`src/logic/urxb_map.svh`:
```
`ifndef URXB_MAP_SVH
`define URXB_MAP_SVH

// Register byte addresses
`define URXB_ADDR_CSA 4'h0
`define URXB_ADDR_CSB 4'h4
`define URXB_ADDR_CSC 4'h8
`define URXB_ADDR_DATA 4'hC

// control_status_a fields
`define URXB_CSA_COMPLETE 7
`define URXB_CSA_FRAME_ERR 4
`define URXB_CSA_OVERRUN 3
`define URXB_CSA_PARITY_ERR 2
`define URXB_CSA_DOUBLE_SPEED 1

// control_status_b fields
`define URXB_CSB_IRQ_EN 7
`define URXB_CSB_RX_EN 4
`define URXB_CSB_SIZE_HI 2
`define URXB_CSB_NINTH_RX 1
`define URXB_CSB_NINTH_TX 0

// control_status_c fields
`define URXB_CSC_PAR_EN 5
`define URXB_CSC_PAR_ODD 4
`define URXB_CSC_STOP2 3
`define URXB_CSC_SIZE_LO 1

// Reset values
`define URXB_CFG_RESET 10'h000

// Character size codes and oversampling timing
`define URXB_SIZE_NINE 3'h7
`define URXB_OVS_NORMAL 5'h10
`define URXB_OVS_DOUBLE 5'h08
`define URXB_VOTE_NORMAL 5'h08
`define URXB_VOTE_DOUBLE 5'h04

`endif

```
`src/logic/urxb_pkg.sv`:
```
package urxb_pkg;

    typedef struct packed {
        logic [8:0] data;
        logic frameErr;
        logic overrun;
        logic parityErr;
    } urxb_entry_t;

    typedef struct packed {
        logic receiver_enable;
        logic irqEn;
        logic dblSpeed;
        logic parEn;
        logic parOdd;
        logic stop2;
        logic [2:0] size;
        logic ninthTx;
    } urxb_cfg_t;

    typedef enum logic [2:0] {
        URXB_IDLE,
        URXB_START,
        URXB_DATA,
        URXB_PARITY,
        URXB_STOP
    } urxb_state_t;

endpackage

```
`src/logic/urxb_top.sv`:
```
`timescale 1ns/10ps
`include "urxb_map.svh"
module urxb_top
    import urxb_pkg::*;
(
    input wire logic core_clk,
    input wire logic rst,
    input wire logic rxPin,
    input wire logic sampleTick,
    input wire logic globalIrqEn,
    input wire logic [3:0] regAddr,
    input wire logic [7:0] regWdata,
    input wire logic regWr,
    input wire logic regRd,
    output logic [7:0] regRdata,
    output logic rxIrq,
    output logic rxPinOverride
);

    function automatic logic maj3(input logic a, input logic b, input logic c);
        maj3 = (a & b) | (a & c) | (b & c);
    endfunction

    function automatic logic [3:0] charBits(input logic [2:0] size);
        if (size == `URXB_SIZE_NINE) begin
            charBits = 4'h9;
        end else if (size[2]) begin
            charBits = 4'h8;
        end else begin
            charBits = 4'h5 + {2'h0, size[1:0]};
        end
    endfunction

    logic rxMeta_q, rxSync_q;
    urxb_cfg_t cfg_q, cfg_d;
    logic [7:0] rdData_q, rdData_d;
    urxb_state_t state_q, state_d;
    logic [4:0] smpCnt_q, smpCnt_d;
    logic [3:0] bitCnt_q, bitCnt_d;
    logic [8:0] shift_q, shift_d;
    logic [1:0] votes_q, votes_d;
    logic parBit_q, parBit_d;
    logic rxPrev_q, rxPrev_d;
    logic waitValid_q, waitValid_d;
    urxb_entry_t waitEntry_q, waitEntry_d;
    logic ovrPend_q, ovrPend_d;
    logic [4:0] ovs, vFirst, curSmp;
    logic inVote, lastVote, bitVal;
    logic stopDone, startValid, startReject;
    logic [3:0] nBits;
    logic [8:0] aligned;
    urxb_entry_t newEntry, fifoIn, headEntry;
    logic fifoPush, fifoPop, fifoNotEmpty, fifoFull;
    logic [1:0] fifoCount;

    // Line synchroniser
    always_ff @(posedge core_clk or posedge rst) begin
        if (rst) begin
            rxMeta_q <= 1'b1;
            rxSync_q <= 1'b1;
        end else begin
            rxMeta_q <= rxPin;
            rxSync_q <= rxMeta_q;
        end
    end

    assign ovs = cfg_q.dblSpeed ? `URXB_OVS_DOUBLE : `URXB_OVS_NORMAL;
    assign vFirst = cfg_q.dblSpeed ? `URXB_VOTE_DOUBLE : `URXB_VOTE_NORMAL;
    assign curSmp = (smpCnt_q == ovs) ? 5'h01 : smpCnt_q + 5'h01;
    assign inVote = (curSmp >= vFirst) && (curSmp <= vFirst + 5'h02);
    assign lastVote = (curSmp == vFirst + 5'h02);
    assign bitVal = maj3(votes_q[1], votes_q[0], rxSync_q);
    assign nBits = charBits(cfg_q.size);

    always_comb begin
        state_d = state_q;
        smpCnt_d = smpCnt_q;
        bitCnt_d = bitCnt_q;
        shift_d = shift_q;
        votes_d = votes_q;
        parBit_d = parBit_q;
        rxPrev_d = rxPrev_q;
        stopDone = 1'b0;
        startValid = 1'b0;
        startReject = 1'b0;
        if (sampleTick) begin
            rxPrev_d = rxSync_q;
            smpCnt_d = curSmp;
            if (inVote && !lastVote) begin
                votes_d = {votes_q[0], rxSync_q};
            end
            unique case (state_q)
                URXB_IDLE: begin
                    if (rxPrev_q && !rxSync_q) begin
                        state_d = URXB_START;
                        smpCnt_d = 5'h01;
                    end
                end
                URXB_START: begin
                    if (lastVote) begin
                        if (bitVal) begin
                            state_d = URXB_IDLE;
                            startReject = 1'b1;
                        end else begin
                            startValid = 1'b1;
                            bitCnt_d = 4'h0;
                            state_d = URXB_DATA;
                        end
                    end
                end
                URXB_DATA: begin
                    if (lastVote) begin
                        shift_d = {bitVal, shift_q[8:1]};
                        bitCnt_d = bitCnt_q + 4'h1;
                        if (bitCnt_q == nBits - 4'h1) begin
                            state_d = cfg_q.parEn ? URXB_PARITY : URXB_STOP;
                        end
                    end
                end
                URXB_PARITY: begin
                    if (lastVote) begin
                        parBit_d = bitVal;
                        state_d = URXB_STOP;
                    end
                end
                URXB_STOP: begin
                    if (lastVote) begin
                        stopDone = 1'b1;
                        state_d = URXB_IDLE;
                    end
                end
            endcase
        end
        if (!cfg_q.receiver_enable) begin
            state_d = URXB_IDLE;
            stopDone = 1'b0;
            startValid = 1'b0;
        end
    end

    always_ff @(posedge core_clk or posedge rst) begin
        if (rst) begin
            state_q <= URXB_IDLE;
            smpCnt_q <= 5'h00;
            bitCnt_q <= 4'h0;
            shift_q <= 9'h000;
            votes_q <= 2'h0;
            parBit_q <= 1'b0;
            rxPrev_q <= 1'b1;
        end else begin
            state_q <= state_d;
            smpCnt_q <= smpCnt_d;
            bitCnt_q <= bitCnt_d;
            shift_q <= shift_d;
            votes_q <= votes_d;
            parBit_q <= parBit_d;
            rxPrev_q <= rxPrev_d;
        end
    end

    assign aligned = shift_q >> (4'h9 - nBits);

    always_comb begin
        newEntry.data = aligned;
        newEntry.frameErr = ~bitVal;
        newEntry.overrun = 1'b0;
        newEntry.parityErr = cfg_q.parEn & (parBit_q ^ (^aligned) ^ cfg_q.parOdd);
    end

    always_comb begin
        waitValid_d = waitValid_q;
        waitEntry_d = waitEntry_q;
        ovrPend_d = ovrPend_q;
        fifoPush = 1'b0;
        fifoIn = waitEntry_q;
        if (waitValid_q && !fifoFull) begin
            fifoPush = 1'b1;
            waitValid_d = 1'b0;
        end
        if (stopDone) begin
            if (!fifoPush && !fifoFull) begin
                fifoPush = 1'b1;
                fifoIn = newEntry;
            end else begin
                waitValid_d = 1'b1;
                waitEntry_d = newEntry;
            end
        end
        fifoIn.overrun = ovrPend_q;
        if (fifoPush) begin
            ovrPend_d = 1'b0;
        end
        if (startValid && waitValid_q && fifoFull) begin
            waitValid_d = 1'b0;
            ovrPend_d = 1'b1;
        end
        if (!cfg_q.receiver_enable) begin
            waitValid_d = 1'b0;
            ovrPend_d = 1'b0;
        end
    end

    always_ff @(posedge core_clk or posedge rst) begin
        if (rst) begin
            waitValid_q <= 1'b0;
            waitEntry_q <= '0;
            ovrPend_q <= 1'b0;
        end else begin
            waitValid_q <= waitValid_d;
            waitEntry_q <= waitEntry_d;
            ovrPend_q <= ovrPend_d;
        end
    end

    urxb_fifo u_fifo (
        .core_clk(core_clk),
        .rst(rst),
        .flush(~cfg_q.receiver_enable),
        .push(fifoPush),
        .pushEntry(fifoIn),
        .pop(fifoPop),
        .headEntry(headEntry),
        .notEmpty(fifoNotEmpty),
        .full(fifoFull),
        .count(fifoCount)
    );

    always_comb begin
        cfg_d = cfg_q;
        rdData_d = 8'h00;
        fifoPop = 1'b0;
        if (regWr) begin
            unique case (regAddr)
                `URXB_ADDR_CSA: cfg_d.dblSpeed = regWdata[`URXB_CSA_DOUBLE_SPEED];
                `URXB_ADDR_CSB: begin
                    cfg_d.irqEn = regWdata[`URXB_CSB_IRQ_EN];
                    cfg_d.receiver_enable = regWdata[`URXB_CSB_RX_EN];
                    cfg_d.size[2] = regWdata[`URXB_CSB_SIZE_HI];
                    cfg_d.ninthTx = regWdata[`URXB_CSB_NINTH_TX];
                end
                `URXB_ADDR_CSC: begin
                    cfg_d.parEn = regWdata[`URXB_CSC_PAR_EN];
                    cfg_d.parOdd = regWdata[`URXB_CSC_PAR_ODD];
                    cfg_d.stop2 = regWdata[`URXB_CSC_STOP2];
                    cfg_d.size[1:0] = regWdata[`URXB_CSC_SIZE_LO +: 2];
                end
                default: begin
                end
            endcase
        end
        if (regRd) begin
            unique case (regAddr)
                `URXB_ADDR_CSA: begin
                    rdData_d[`URXB_CSA_COMPLETE] = fifoNotEmpty;
                    rdData_d[`URXB_CSA_FRAME_ERR] = fifoNotEmpty & headEntry.frameErr;
                    rdData_d[`URXB_CSA_OVERRUN] = fifoNotEmpty & headEntry.overrun;
                    rdData_d[`URXB_CSA_PARITY_ERR] = fifoNotEmpty & headEntry.parityErr;
                    rdData_d[`URXB_CSA_DOUBLE_SPEED] = cfg_q.dblSpeed;
                end
                `URXB_ADDR_CSB: begin
                    rdData_d[`URXB_CSB_IRQ_EN] = cfg_q.irqEn;
                    rdData_d[`URXB_CSB_RX_EN] = cfg_q.receiver_enable;
                    rdData_d[`URXB_CSB_SIZE_HI] = cfg_q.size[2];
                    rdData_d[`URXB_CSB_NINTH_RX] = fifoNotEmpty & headEntry.data[8];
                    rdData_d[`URXB_CSB_NINTH_TX] = cfg_q.ninthTx;
                end
                `URXB_ADDR_CSC: begin
                    rdData_d[`URXB_CSC_PAR_EN] = cfg_q.parEn;
                    rdData_d[`URXB_CSC_PAR_ODD] = cfg_q.parOdd;
                    rdData_d[`URXB_CSC_STOP2] = cfg_q.stop2;
                    rdData_d[`URXB_CSC_SIZE_LO +: 2] = cfg_q.size[1:0];
                end
                `URXB_ADDR_DATA: begin
                    rdData_d = fifoNotEmpty ? headEntry.data[7:0] : 8'h00;
                    fifoPop = fifoNotEmpty;
                end
                default: begin
                end
            endcase
        end
    end

    always_ff @(posedge core_clk or posedge rst) begin
        if (rst) begin
            cfg_q <= `URXB_CFG_RESET;
            rdData_q <= 8'h00;
        end else begin
            cfg_q <= cfg_d;
            rdData_q <= rdData_d;
        end
    end

    assign regRdata = rdData_q;
    assign rxPinOverride = cfg_q.receiver_enable;
    assign rxIrq = globalIrqEn & cfg_q.irqEn & fifoNotEmpty;

    property p_rxc_read;
        @(posedge core_clk) disable iff (rst)
        regRd && regAddr == `URXB_ADDR_CSA |=> regRdata[`URXB_CSA_COMPLETE] == $past(fifoNotEmpty);
    endproperty
    a_rxc_read: assert property (p_rxc_read) else $error("complete flag read mismatch");

    property p_flush;
        @(posedge core_clk) disable iff (rst)
        !cfg_q.receiver_enable |=> !fifoNotEmpty && !waitValid_q && state_q == URXB_IDLE;
    endproperty
    a_flush: assert property (p_flush) else $error("disable did not flush");

    property p_irq_level;
        @(posedge core_clk) disable iff (rst)
        globalIrqEn && cfg_q.irqEn && fifoNotEmpty && !fifoPop && !regWr |=> rxIrq;
    endproperty
    a_irq_level: assert property (p_irq_level) else $error("interrupt dropped early");

    property p_no_err_irq;
        @(posedge core_clk) disable iff (rst)
        !fifoNotEmpty |-> !rxIrq;
    endproperty
    a_no_err_irq: assert property (p_no_err_irq) else $error("interrupt without data");

    property p_csa_write;
        @(posedge core_clk) disable iff (rst)
        regWr && regAddr == `URXB_ADDR_CSA && !fifoPush && !fifoPop && cfg_q.receiver_enable |=> $stable(headEntry);
    endproperty
    a_csa_write: assert property (p_csa_write) else $error("flags changed by write");

    property p_pop_advance;
        @(posedge core_clk) disable iff (rst)
        fifoPop && !fifoPush && cfg_q.receiver_enable |=> fifoCount == $past(fifoCount) - 2'h1;
    endproperty
    a_pop_advance: assert property (p_pop_advance) else $error("read did not advance");

    property p_overrun;
        @(posedge core_clk) disable iff (rst)
        startValid && waitValid_q && fifoFull |=> ovrPend_q && !waitValid_q;
    endproperty
    a_overrun: assert property (p_overrun) else $error("overrun not flagged");

    property p_ovr_clear;
        @(posedge core_clk) disable iff (rst)
        fifoPush && !(startValid && waitValid_q && fifoFull) |=> !ovrPend_q;
    endproperty
    a_ovr_clear: assert property (p_ovr_clear) else $error("overrun not cleared");

    property p_parity_off;
        @(posedge core_clk) disable iff (rst)
        stopDone && !cfg_q.parEn |-> !newEntry.parityErr;
    endproperty
    a_parity_off: assert property (p_parity_off) else $error("parity error while disabled");

    property p_start_detect;
        @(posedge core_clk) disable iff (rst)
        cfg_q.receiver_enable && state_q == URXB_IDLE && sampleTick && rxPrev_q && !rxSync_q
            |=> state_q == URXB_START && smpCnt_q == 5'h01;
    endproperty
    a_start_detect: assert property (p_start_detect) else $error("start edge missed");

    property p_reject;
        @(posedge core_clk) disable iff (rst)
        startReject |=> state_q == URXB_IDLE;
    endproperty
    a_reject: assert property (p_reject) else $error("noise start not rejected");

    property p_wrap;
        @(posedge core_clk) disable iff (rst)
        sampleTick && cfg_q.receiver_enable && state_q != URXB_IDLE && smpCnt_q == ovs |=> smpCnt_q == 5'h01;
    endproperty
    a_wrap: assert property (p_wrap) else $error("sample count wrap wrong");

    property p_short_char;
        @(posedge core_clk) disable iff (rst)
        stopDone && cfg_q.size == 3'h0 |-> newEntry.data[8:5] == 4'h0;
    endproperty
    a_short_char: assert property (p_short_char) else $error("upper bits not zero");

    c_overrun: cover property (@(posedge core_clk) disable iff (rst) startValid && waitValid_q && fifoFull);
    c_frame_err: cover property (@(posedge core_clk) disable iff (rst) fifoPush && fifoIn.frameErr);
    c_reject: cover property (@(posedge core_clk) disable iff (rst) startReject);
    c_double: cover property (@(posedge core_clk) disable iff (rst) stopDone && cfg_q.dblSpeed);

endmodule

```
`src/logic/urxb_fifo.sv`:
```
`timescale 1ns/10ps
module urxb_fifo
    import urxb_pkg::*;
(
    input wire logic core_clk,
    input wire logic rst,
    input wire logic flush,
    input wire logic push,
    input wire urxb_entry_t pushEntry,
    input wire logic pop,
    output urxb_entry_t headEntry,
    output logic notEmpty,
    output logic full,
    output logic [1:0] count
);

    urxb_entry_t mem_q [2];
    urxb_entry_t mem_d [2];
    logic wrPtr_q, wrPtr_d;
    logic rdPtr_q, rdPtr_d;
    logic [1:0] cnt_q, cnt_d;

    always_comb begin
        mem_d = mem_q;
        wrPtr_d = wrPtr_q;
        rdPtr_d = rdPtr_q;
        cnt_d = cnt_q;
        if (flush) begin
            wrPtr_d = 1'b0;
            rdPtr_d = 1'b0;
            cnt_d = 2'h0;
        end else begin
            if (push && cnt_q != 2'h2) begin
                mem_d[wrPtr_q] = pushEntry;
                wrPtr_d = ~wrPtr_q;
            end
            if (pop && cnt_q != 2'h0) begin
                rdPtr_d = ~rdPtr_q;
            end
            cnt_d = cnt_q + 2'((push && cnt_q != 2'h2) ? 1 : 0) - 2'((pop && cnt_q != 2'h0) ? 1 : 0);
        end
    end

    always_ff @(posedge core_clk or posedge rst) begin
        if (rst) begin
            mem_q[0] <= '0;
            mem_q[1] <= '0;
            wrPtr_q <= 1'b0;
            rdPtr_q <= 1'b0;
            cnt_q <= 2'h0;
        end else begin
            mem_q <= mem_d;
            wrPtr_q <= wrPtr_d;
            rdPtr_q <= rdPtr_d;
            cnt_q <= cnt_d;
        end
    end

    assign headEntry = mem_q[rdPtr_q];
    assign notEmpty = (cnt_q != 2'h0);
    assign full = (cnt_q == 2'h2);
    assign count = cnt_q;

endmodule

```
`config.mk`:
```
export PLATFORM = sky130hd
export DESIGN_NAME = urxb_top
export DESIGN_NICKNAME = d
export VERILOG_FILES = /design/src/logic/urxb_pkg.sv /design/src/logic/urxb_top.sv /design/src/logic/urxb_fifo.sv
export VERILOG_INCLUDE_DIRS = /design/src /design/src/logic
export SDC_FILE = /design/constraint.sdc
export NUM_CORES = 1
export LEC_CHECK = 0
export BUFFER_PORTS_ARGS = -buffer_cell sky130_fd_sc_hd__buf_2
export CAP_MARGIN = 20
export CORE_ASPECT_RATIO = 1.1
export CORE_MARGIN = 2
export CORE_UTILIZATION = 60
export CTS_CLUSTER_DIAMETER = 150
export DETAILED_ROUTE_END_ITERATION = 7
export PLACE_DENSITY = 0.9
export SLEW_MARGIN = 20
export SYNTH_ARGS = -nofsm -noshare
export SYNTH_HDL_FRONTEND = slang
export SYNTH_HIERARCHICAL = 1
export SYNTH_SLANG_ARGS = --single-unit
```
`constraint.sdc`:
```
create_clock -name core_clk -period 7.47 [get_ports core_clk]
set_input_delay 0.3735 -clock core_clk [delete_from_list [all_inputs] [get_ports core_clk]]
set_output_delay 0.3735 -clock core_clk [all_outputs]
set_load 0.01 [all_outputs]
```
; ---- Yosys cells after proc, flatten, opt, wreduce, memory -nomap -nowiden
; Index checks and enable logic that the tools add are counted.
[word_totals]
regBits = 86
in_bits = 19
out_inout_bits = 10
elab_cells = 192
[op_classes]
add_sub_neg = 8
n_lt_le_gt_ge = 5
eq_ne = 26
n_shift = 1
mux = 68
bitwise = 20
reduce_logical = 29
[op_table]
columns = cell, count
row1 = two-way mux 12 bit, 6
row2 = two-way mux 1 bit, 29
row3 = two-way mux 3 bit, 9
row4 = bitwise mux 24 bit, 1
row5 = two-way mux 4 bit, 6
row6 = two-way mux 5 bit, 4
row7 = "inequality test 3 bit, second input constant", 6
row8 = two-way mux 8 bit, 2
row9 = one-hot mux 3 bit (5 select lines), 1
row10 = demux 12 bit (select 1 bit), 1
row11 = AND reduction 2 bit, 6
row12 = AND 1 bit, 10
row13 = == test 5 bit, 2
row14 = logical AND 1 bit, 10
row15 = "inequality test 2 bit, second input constant", 5
row16 = parity 9 bit, 1
row17 = >> shifter 9 x 4 -> 9 bit, 1
row18 = "== test 4 bit, second input constant", 2
row19 = one-hot mux 2 bit (4 select lines), 1
row20 = one-hot mux 4 bit (2 select lines), 1
row21 = AND reduction 7 bit, 1
row22 = "== test 3 x 2 -> 1 bit, second input constant", 2
row23 = "== test 3 bit, second input constant", 2
row24 = one-hot mux 1 bit (3 select lines), 2
row25 = 31 further kinds, 46

; ---- Logic depth before layout (Yosys ltp)
; Gate-level depths: netlist of run 1.
[depth]
word_depth = 14
depth_mapped = 18
ltp_nobuf = 18

; ---- Hierarchy
; Netlist of run 1, hierarchy kept.
[by_module_without_submodules]
columns = module, instances, cells_each, area_each_um2, seq_area_each_um2
row1 = urxb_top, 1, 388, 3746.1, 1455.1
row2 = urxb_fifo, 1, 88, 1282.5, 700.7

; ---- Worst setup path before layout of run 1
; Ideal clock, no wire load.
[synth_path]
path_type = register to register
start = register cfg_q[1] in the netlist's numbering
end = register u_fifo/mem_q[12] in the netlist's numbering
setup_ns = 0.127
arrival_ns = 3.365
required_time_ns = 7.343
setup_slack_ns = 3.978
stages_incl_launch_ff = 16
n_path_buf = 2
synth_period_minus_slack_ns = 3.492
cell_sequence = dfrtp_1 ha_1 buf_2 nor2_1 inv_1 ha_1 or2_1 clkbuf_2 a21oi_1 o21ai_1 o32ai_2 xnor3_1 xnor3_1 xor2_1 o21ai_1 mux2_1
[synth_lines]
columns = item, line
row1 = "start, declared", urxb_top.sv:35  ; urxb_cfg_t cfg_q, cfg_d;
row2 = "start signal, assigned", urxb_top.sv:285  ; cfg_q <= `URXB_CFG_RESET;
row3 = "start signal, assigned", urxb_top.sv:288  ; cfg_q <= cfg_d;
row4 = "end signal, assigned", urxb_fifo.sv:52  ; mem_q <= mem_d;
row5 = "end, declared", urxb_fifo.sv:17  ; urxb_entry_t mem_q [2];

==> flow_summary.yaml, run 1 <==
timing:
  slew_headroom_pct: 34.1
  finClkSkew_ps: 7.17
  fin_crit_sh_pct: 60.3
  max_freq_ghz: 0.222
  setup_viol: 0
  finalSetupTns_ps: 0
  worst_pin_slew_ps: 983
  finalWorstSetupSlack_ps: 2970
  fin_crit_ps: 4500
  holdWs_ps: 79.5
  hold_viol_final: 0
  grt_setup_unrepaired: "false"
  maxSlewViolCount: 0
final_layout:
  fin_area_mm2: 0.00541
  layout.cells.most_common: "dfrtp_1"
  regArea_mm2: 0.00216
  fillCellCount: 591
  synthToLayoutAreaGrowth_pct: 7.61
  drive_above_1_share_pct: 28.1
  final_cell_mix: "dfrtp_1 (83), mux2_2 (77), nor2_1 (32)"
  antenna_cells: 0
  nets: 528
  multi_input_area_mm2: 0.00266
global_routing:
  grt_pass1_wl_mm: 18.6
  antenna_found_initial: 0
  grt.total_usage_pct: 25.6
  grt_overflow: 0
  grt_start_max_net_pins: 59
  first_global_vias: 3883
clock_tree:
  clk_path_buf_depth: 2
  clock_sinks: 86
  numCtsBuffers: 9
  cts_resized: 0
  cts_root_buffer: "clkbuf_8"
  clock_latency_ps: 360
  post_cts_buffers: 0
  cts_tree: "done"
  clkSlewWorstSetupHoldPaths_ps: 90
  hold_buffers: 0
  h-tree-depth: 3
setup_path:
  crit_path_start: "cfg_q[1]$_DFFE_PP0P_"
  critical-path-max-stage-delay_ps: 740
  crit_end: "u_fifo/mem_q[12]$_DFFE_PP0P_"
  cp_data_arrival_time_ps: 4740
  r2r-end: "u_fifo/mem_q[12]$_DFFE_PP0P_"
  crit_path_end_kind: "flop"
  crit_path_start_kind: "flop"
  critPathSlowestCell: "ha_1"
  rrSetupSlack_ps: 2970
  r2r-start: "cfg_q[1]$_DFFE_PP0P_"
  path_cells: "ha_1 > nand2b_2 > ha_1 > or2_1 > a21oi_1 > o21ai_1 > o32ai_2 > xnor3_1 > xnor3_1 > xor2_1 > o21ai_1 > mux2_1"
  required_ps: 7710
  crit_type: "reg -> reg"
  cpLargestDelayFamily: "adder cells"
  path_max_fanout: 20
  crit_buf_inv: 0
  path_depth: 12
  reg2reg_depth: 12
placement:
  post-place-ws_ps: 3030
  dpl_cell_area_mm2: 0.00519
  io_buffer_count: 27
  dp_hpwl_mm: 7.89
  place.gp.congestion: 0.880
floorplanning:
  start_util_pct: 60.8
  die_h_um: 100
  fp-row-count: 35
  die_w_um: 91.3
  core_area_mm2: 0.00828
  die_area_mm2: 0.00913
  ioPinCount: 29
drt:
  via_count: 3789
  routedWlPerCell_um: 18.4
  first_pass_iters: 5
  ant_nets: 0
  vias_per_cell: 6.21
  drc: 0
  drt_iter0_drc: 337
  totalWireLength_mm: 11.3
yosys:
  async_flop_share_pct: 100
  synthCells: 476
  synth_seq_cells: 86
  syn-cell-area_mm2: 0.00503
  yosysWarnings: 6
  ys.flop_type: "dfrtp_1"
  synthTopCellsByArea: "dfrtp_1 (41%), mux2_2 (17%), ha_1 (3.5%)"
  yosysTopAreaCell: "dfrtp_1"
  yosys.area.top_type_share_pct: 41.3
  synth_area_per_cell_um2: 10.6
  synth.yosys.seq_area_share_pct: 42.9
  synth-edff-count: 0
  ys_types: 67
  syn_nets: 509
power_and_ir_drop:
  powerDensity_mw_per_mm2: 245
  total_power_mw: 1.33
  leakage_nw: 2.58
  vdd_drop_max_mv: 0.168
job:
  drv_cap: 0
hold_path:
  holdCritPathClass: "in -> async"
run_status:
  status: "completed"
metal layers:
| layer | up-vias | share of wire, % | global-route usage (%) |
|---|---|---|---|
| met1 | 1872 | 40 | 30.4 |
| met5 | - | 0 | 0 |
| met4 | 0 | 2.6 | 10.5 |
| met3 | 29 | 4.2 | 4.20 |
| li1 | 1752 | - | - |
| met2 | 136 | 54 | 46.6 |
stage by stage:
| step | utilization, % | cells |
|---|---|---|
| after global placement | 62.8 | 595 |
| after floorplan | - | 476 |
| after CTS | 65.4 | 610 |
| after detailed placement | 62.8 | 595 |
| final | 65.4 | 610 |
| after global routing | 65.4 | 610 |
sequential cells by signal (all words and copies together), names as in the netlist, 2 cells and up:
signal,flops
bitCnt_q,4
cfg_q,9
regRdata,8
shift_q,9
smpCnt_q,5
state_q,3
u_fifo/count,2
u_fifo/mem_q,24
votes_q,2
waitEntry_q,11
cells in the mapped netlist, drive strengths merged, types with 4 or more instances:
master,instances
dfrtp,83
mux2,78
nor2,32
nand2,28
o21ai,27
inv,26
a21oi,16
nand3,15
ha,14
buf,12
nand2b,10
nor3,10
clkbuf,8
a22oi,7
nor2b,7
nor3b,7
xnor2,7
xor2,7
and3,5
o21a,5
a32oi,4
nand4,4
or2,4
power by group:
group	internal [mW]	switching [mW]	leakage, nW
combinational	0.180	0.240	1.32
clock	0.189	0.176	0.106
sequential	0.494	0.0474	1.15
area by class of cell:
type	count	share of cell area, %
multi-input cells	344	49.1
repair buffers	28	2.64
inverters	26	1.80
clock inverters	6	1.73
well taps	111	2.57
flip-flops and latches	86	39.8
clock buffers	9	2.29
cells by family (layout without fill, tap and decap cells):
| kind of cell | Yosys count | count (layout) | synth area share (%) |
|---|---|---|---|
| muxes | 81 | 81 | 18.1 |
| xor gates and xnor gates | 16 | 16 | 3.33 |
| and+or+nand+nor | 142 | 142 | 15.5 |
| adders and majority gates | 15 | 15 | 3.68 |
| AOI/OAI and AO/OA | 90 | 90 | 12.3 |
| DFF | 86 | 86 | 42.9 |
| buffers and inverters | 46 | 69 | 4.25 |
worst min path at each step:
stage / startpoint / end / slack [ps]
floorplan: rxMeta_q$_DFF_PP1_ / rxSync_q$_DFF_PP1_ / 350
global placement: rxMeta_q$_DFF_PP1_ / rxSync_q$_DFF_PP1_ / 350
detailed placement: rxMeta_q$_DFF_PP1_ / rxSync_q$_DFF_PP1_ / 350
CTS: rxPin / rxMeta_q$_DFF_PP1_ / 100
global route: rxPin / rxMeta_q$_DFF_PP1_ / 90
finish: rst / u_fifo/count[0]$_DFF_PP0_ / 80
No activity file was read; power rests on OpenSTA's default activity.
==> inputs of run 2 (changes only) <==
CORE_UTILIZATION = 55   (was 60)
PLACE_DENSITY = 0.87   (was 0.9)
clock period = 4.05 ns   (was 7.47 ns; I/O delays follow)
==> flow_summary.yaml, run 2 (synthesized netlist as in run 1, its figures left out) <==
placement:
  dpl_cell_area_mm2: 0.00525
  placedCellCount: 605
  io_buffer_count: 27
  dp_hpwl_mm: 7.89
  place.gp.congestion: 0.915
  post-place-ws_ps: 356
global_routing:
  antenna_found_initial: 0
  grt_start_max_net_pins: 59
  grt_overflow: 0
  grt.total_usage_pct: 24.2
  first_global_vias: 3909
  grt_pass1_wl_mm: 18.9
clock_tree:
  clkSlewWorstSetupHoldPaths_ps: 100
  post_cts_buffers: 0
  clock_latency_ps: 370
  clock_sinks: 86
  numCtsBuffers: 9
  cts_tree: "done"
  h-tree-depth: 3
  clk_path_buf_depth: 2
  cts_root_buffer: "clkbuf_8"
final_layout:
  multi_input_area_mm2: 0.00267
  regArea_mm2: 0.00216
  synthToLayoutAreaGrowth_pct: 9.01
  fin_util_pct: 61.8
  final_cell_mix: "dfrtp_1 (83), mux2_2 (77), nor2_1 (32)"
  fin_area_mm2: 0.00548
  layout.cells.most_common: "dfrtp_1"
  reg_top3: "u_fifo/mem_q x24, waitEntry_q x11"
  fillCellCount: 686
  drive_above_1_share_pct: 29.3
  final_cells: 623
  top_register: "u_fifo/mem_q"
  antenna_cells: 0
  largest_reg_flops: 24
  nets: 537
power_and_ir_drop:
  power_switching_uw: 895
  pwr-share-seq_pct: 39.7
  cellInternalPower_mw: 1.56
  vdd_drop_max_mv: 0.285
  p_sw_share_pct: 36.5
  combPwrFrac_pct: 34.4
  total_power_mw: 2.45
  clkPwrFrac_pct: 25.9
  powerDensity_mw_per_mm2: 448
  leakage_nw: 2.62
setup_path:
  path_max_fanout: 7
  path_cells: "ha_1 > nor2_1 > inv_1 > ha_1 > or2_1 > a21oi_1 > o21ai_1 > o32ai_2 > xnor3_1 > xnor3_1 > xor2_2 > o21ai_1 > mux2_1"
  r2r-end: "u_fifo/mem_q[12]$_DFFE_PP0P_"
  crit_path_start_kind: "flop"
  rrSetupSlack_ps: 250
  critPathSlowestCell: "xnor3_1"
  crit_path_end_kind: "flop"
  reg2reg_depth: 13
  cp_data_arrival_time_ps: 4070
  crit_type: "reg -> reg"
  required_ps: 4320
  r2r-start: "cfg_q[2]$_DFFE_PP0P_"
  critical-path-max-stage-delay_ps: 450
timing:
  holdWs_ps: 57.5
  worst_pin_slew_ps: 890
  finClkSkew_ps: 14.4
  maxSlewViolCount: 0
  max_freq_ghz: 0.263
  hold_viol_final: 0
  fin_crit_sh_pct: 93.9
  finalWorstSetupSlack_ps: 248
  fin_crit_ps: 3800
  setup_viol: 0
  slew_headroom_pct: 40.1
  finalSetupTns_ps: 0
  grt_setup_unrepaired: "false"
floorplanning:
  die_h_um: 104
  start_util_pct: 56.7
  die_area_mm2: 0.00992
  fp-row-count: 36
  ioPinCount: 29
  core_area_mm2: 0.00887
  die_w_um: 95.2
drt:
  first_pass_iters: 5
  via_count: 3811
  routedWlPerCell_um: 17.9
  drt_iter0_drc: 338
  wl_met3_um: 414
  highest_layer: "met4"
  wl_met2_mm: 5.83
  ant_nets: 0
  totalWireLength_mm: 11.2
  met1_length_mm: 4.60
  drc: 0
  vias_per_cell: 6.12
hold_path:
  holdCritPathClass: "in -> reg"
  min-delay-start: "regWdata[7]"
  hold_depth: 2
  hold_end: "cfg_q[8]$_DFFE_PP0P_"
run_status:
  status: "completed"
job:
  drv_cap: 0
## run 2: layer usage
| metal | vias to the layer above | track usage (%) |
|---|---|---|
| met5 | - | 0 |
| met3 | 30 | 4.35 |
| met1 | 1899 | 30.8 |
| met2 | 120 | 40.4 |
| met4 | 0 | 9.83 |
| li1 | 1762 | - |
## run 2: layout make-up
| cell class | instances | share of cell area, % |
|---|---|---|
| Sequential cell | 86 | 39.3 |
| Tap cell | 114 | 2.60 |
| Timing Repair Buffer | 37 | 3.93 |
| Inverter | 26 | 1.78 |
| Multi-Input combinational cell | 344 | 48.6 |
| Clock buffer | 9 | 2.26 |
| Clock inverter | 7 | 1.46 |
## run 2: repair_timing
item,CTS,global route
hold endpoints to repair,1,28
gates resized for setup,0,1
hold buffers,1,1
setup endpoints to repair,0,1
## run 2: how the worst max path moves through the flow
stage	from	depth (start not counted)	to
3_3_place_gp	cfg_q[2]$_DFFE_PP0P_	13	u_fifo/mem_q[12]$_DFFE_PP0P_
2_1_floorplan	cfg_q[1]$_DFFE_PP0P_	15	u_fifo/mem_q[12]$_DFFE_PP0P_
6_report	cfg_q[2]$_DFFE_PP0P_	13	u_fifo/mem_q[12]$_DFFE_PP0P_
5_1_grt	smpCnt_q[0]$_DFFE_PP0P_	16	u_fifo/mem_q[14]$_DFFE_PP0P_
4_1_cts	cfg_q[2]$_DFFE_PP0P_	13	u_fifo/mem_q[12]$_DFFE_PP0P_
3_5_place_dp	cfg_q[2]$_DFFE_PP0P_	13	u_fifo/mem_q[12]$_DFFE_PP0P_
## run 2: power groups by stage
stage	Clock (mW)	Sequential (mW)	Combinational, mW
6_report	0.637	0.974	0.844
4_1_cts	0.640	0.973	0.806
3_5_place_dp	0	0.990	0.791
2_1_floorplan	0	0.968	0.647
3_3_place_gp	0	0.984	0.752
5_1_grt	0.679	0.985	0.922
## run 2: critical path: cells and delay by family (launching register included)
kind,cells,cell delay (ps)
adders and majority gates,2,610
AOI/OAI and AO/OA,4,730
DFF,1,420
and+or+nand+nor,2,560
buffers and inverters,1,130
muxes,1,300
xor gates and xnor gates,3,940
==> inputs of run 3 (changes only) <==
GPL_TIMING_DRIVEN = 0   (was unset)
RECOVER_POWER = 50   (was unset)
==> flow_summary.yaml, run 3 (synthesized netlist as in run 1, its figures left out) <==
run_status:
  status: "complete, but fails checks"
  violations: "capacitance limit, slew limit"
floorplanning:
  fp-row-count: 36
  start_util_pct: 56.7
  die_h_um: 104
  die_area_mm2: 0.00992
  core_area_mm2: 0.00887
  ioPinCount: 29
  die_w_um: 95.2
timing:
  fin_crit_sh_pct: 95.9
  maxSlewViolCount: 59
  hold_viol_final: 0
  worst_pin_slew_ps: 2640
  finClkSkew_ps: 13.5
  grt_setup_unrepaired: "false"
  setup_viol: 0
  finalSetupTns_ps: 0
  max_freq_ghz: 0.257
  fin_crit_ps: 3890
  slew_headroom_pct: -76.8
hold_path:
  hold_depth: 2
  hold_end: "cfg_q[0]$_DFFE_PP0P_"
  holdCritPathClass: "in -> reg"
  min-delay-start: "regWdata[0]"
final_layout:
  drive_above_1_share_pct: 27.8
  final_cell_mix: "dfrtp_1 (83), mux2_2 (77), nor2_1 (31)"
  layout.cells.most_common: "dfrtp_1"
  top_register: "u_fifo/mem_q"
  largest_reg_flops: 24
  final_cells: 635
  antenna_cells: 0
  nets: 549
  synthToLayoutAreaGrowth_pct: 9.38
  reg_top3: "u_fifo/mem_q x24, waitEntry_q x11"
clock_tree:
  cts_tree: "done"
  numCtsBuffers: 9
  clkSlewWorstSetupHoldPaths_ps: 90
  clock_latency_ps: 370
  cts_root_buffer: "clkbuf_8"
  post_cts_buffers: 0
  clk_path_buf_depth: 2
  h-tree-depth: 3
  clock_sinks: 86
global_routing:
  grt_pass1_wl_mm: 19.3
  antenna_found_initial: 0
  first_global_vias: 4029
  grt_start_max_net_pins: 59
  grt.total_usage_pct: 24.7
  grt_overflow: 0
setup_path:
  crit_buf_inv: 2
  r2r-end: "u_fifo/mem_q[12]$_DFFE_PP0P_"
  rrSetupSlack_ps: 160
  critPathSlowestCell: "xnor3_1"
  cp_data_arrival_time_ps: 4140
  r2r-start: "cfg_q[2]$_DFFE_PP0P_"
  reg2reg_depth: 14
  crit_path_start_kind: "flop"
  crit_type: "reg -> reg"
  path_max_fanout: 7
  path_cells: "ha_1 > nand2b_2 > inv_1 > ha_1 > or2_1 > clkbuf_2 > a21oi_1 > o21ai_1 > o32ai_2 > xnor3_1 > xnor3_1 > xor2_2 > o21ai_1 > mux2_1"
  cpLargestDelayFamily: "XOR/XNOR gates"
  crit_path_end_kind: "flop"
  critical-path-max-stage-delay_ps: 470
  required_ps: 4300
power_and_ir_drop:
  leakage_nw: 2.60
  combPwrFrac_pct: 36.3
  vdd_drop_max_mv: 0.307
  p_sw_share_pct: 36.8
  cellInternalPower_mw: 1.50
  pwr-share-seq_pct: 40.8
  powerDensity_mw_per_mm2: 433
  power_switching_uw: 876
  clkPwrFrac_pct: 22.9
drt:
  vias_per_cell: 6.13
  totalWireLength_mm: 11.5
  routedWlPerCell_um: 18.1
  drc: 0
  drt_iter0_drc: 236
  via_count: 3893
  first_pass_iters: 5
  ant_nets: 0
placement:
  dp_hpwl_mm: 8.40
  placedCellCount: 617
  place.gp.congestion: 1.03
  io_buffer_count: 27
job:
  drv_cap: 1
run 3: cell count changes in the layout (fill, tap and decap cells not counted), sizes merged:
cell      before  now
bufinv         1    0
clkinvlp       1    2
inv           28   26
buf           35   29
clkbuf         9   27
clkinv         3    5
run 3: worst max-delay path by stage:
stage,cells after the start,end,startpoint
floorplan,15,u_fifo/mem_q[12]$_DFFE_PP0P_,cfg_q[1]$_DFFE_PP0P_
global placement,15,u_fifo/mem_q[12]$_DFFE_PP0P_,cfg_q[2]$_DFFE_PP0P_
detailed placement,15,u_fifo/mem_q[12]$_DFFE_PP0P_,cfg_q[2]$_DFFE_PP0P_
CTS,15,u_fifo/mem_q[12]$_DFFE_PP0P_,cfg_q[2]$_DFFE_PP0P_
global route,14,u_fifo/mem_q[12]$_DFFE_PP0P_,cfg_q[2]$_DFFE_PP0P_
finish,14,u_fifo/mem_q[12]$_DFFE_PP0P_,cfg_q[2]$_DFFE_PP0P_
run 3: metrics by stage:
stage | total power [mW] | util [%] | instance area, µm² | hold WS [ps] | setup slack [ps]
after floorplan | 1.61 | - | 5030 | 207 | 558
after global placement | 1.76 | 59.8 | 5310 | 327 | 127
after detailed placement | 1.81 | 59.8 | 5310 | 330 | 51.2
after CTS | 2.35 | 62.0 | 5500 | 53.3 | 35.3
after global routing | 2.52 | 62.0 | 5500 | 61.8 | 2.58
final | 2.38 | 62.0 | 5500 | 66.1 | 165
run 3: area by class of cell:
type / count / area (µm²)
well taps: 114 / 143
inverters: 26 / 98.8
fillers: 682 / 3370
multi-input cells: 344 / 2670
clock buffers: 9 / 124
flip-flops and latches: 86 / 2160
plain buffers: 20 / 116
repair buffers: 29 / 143
clock inverters: 7 / 48.8
run 3: timing repair:
action / CTS / global route
endpoints found under the hold margin: 25 / 0
endpoints found under the setup margin: 0 / 11
gates resized for setup: 0 / 3
hold buffers: 2 / 0
run 3: power by group through the flow:
stage | Sequential, mW | Combinational [mW] | Clock (mW)
6_report | 0.971 | 0.864 | 0.544
5_1_grt | 0.979 | 0.949 | 0.591
4_1_cts | 0.970 | 0.828 | 0.548
3_5_place_dp | 0.988 | 0.820 | 0
3_3_place_gp | 0.981 | 0.780 | 0
2_1_floorplan | 0.968 | 0.647 | 0
run 3: routing by layer:
metal	global-route usage [%]	wire, µm	vias to the layer above
li1	-	-	1791
met1	32.1	4780	1936
met2	40.2	5830	131
met3	4.64	509	35
met4	10.4	365	0
met5	0	0	-
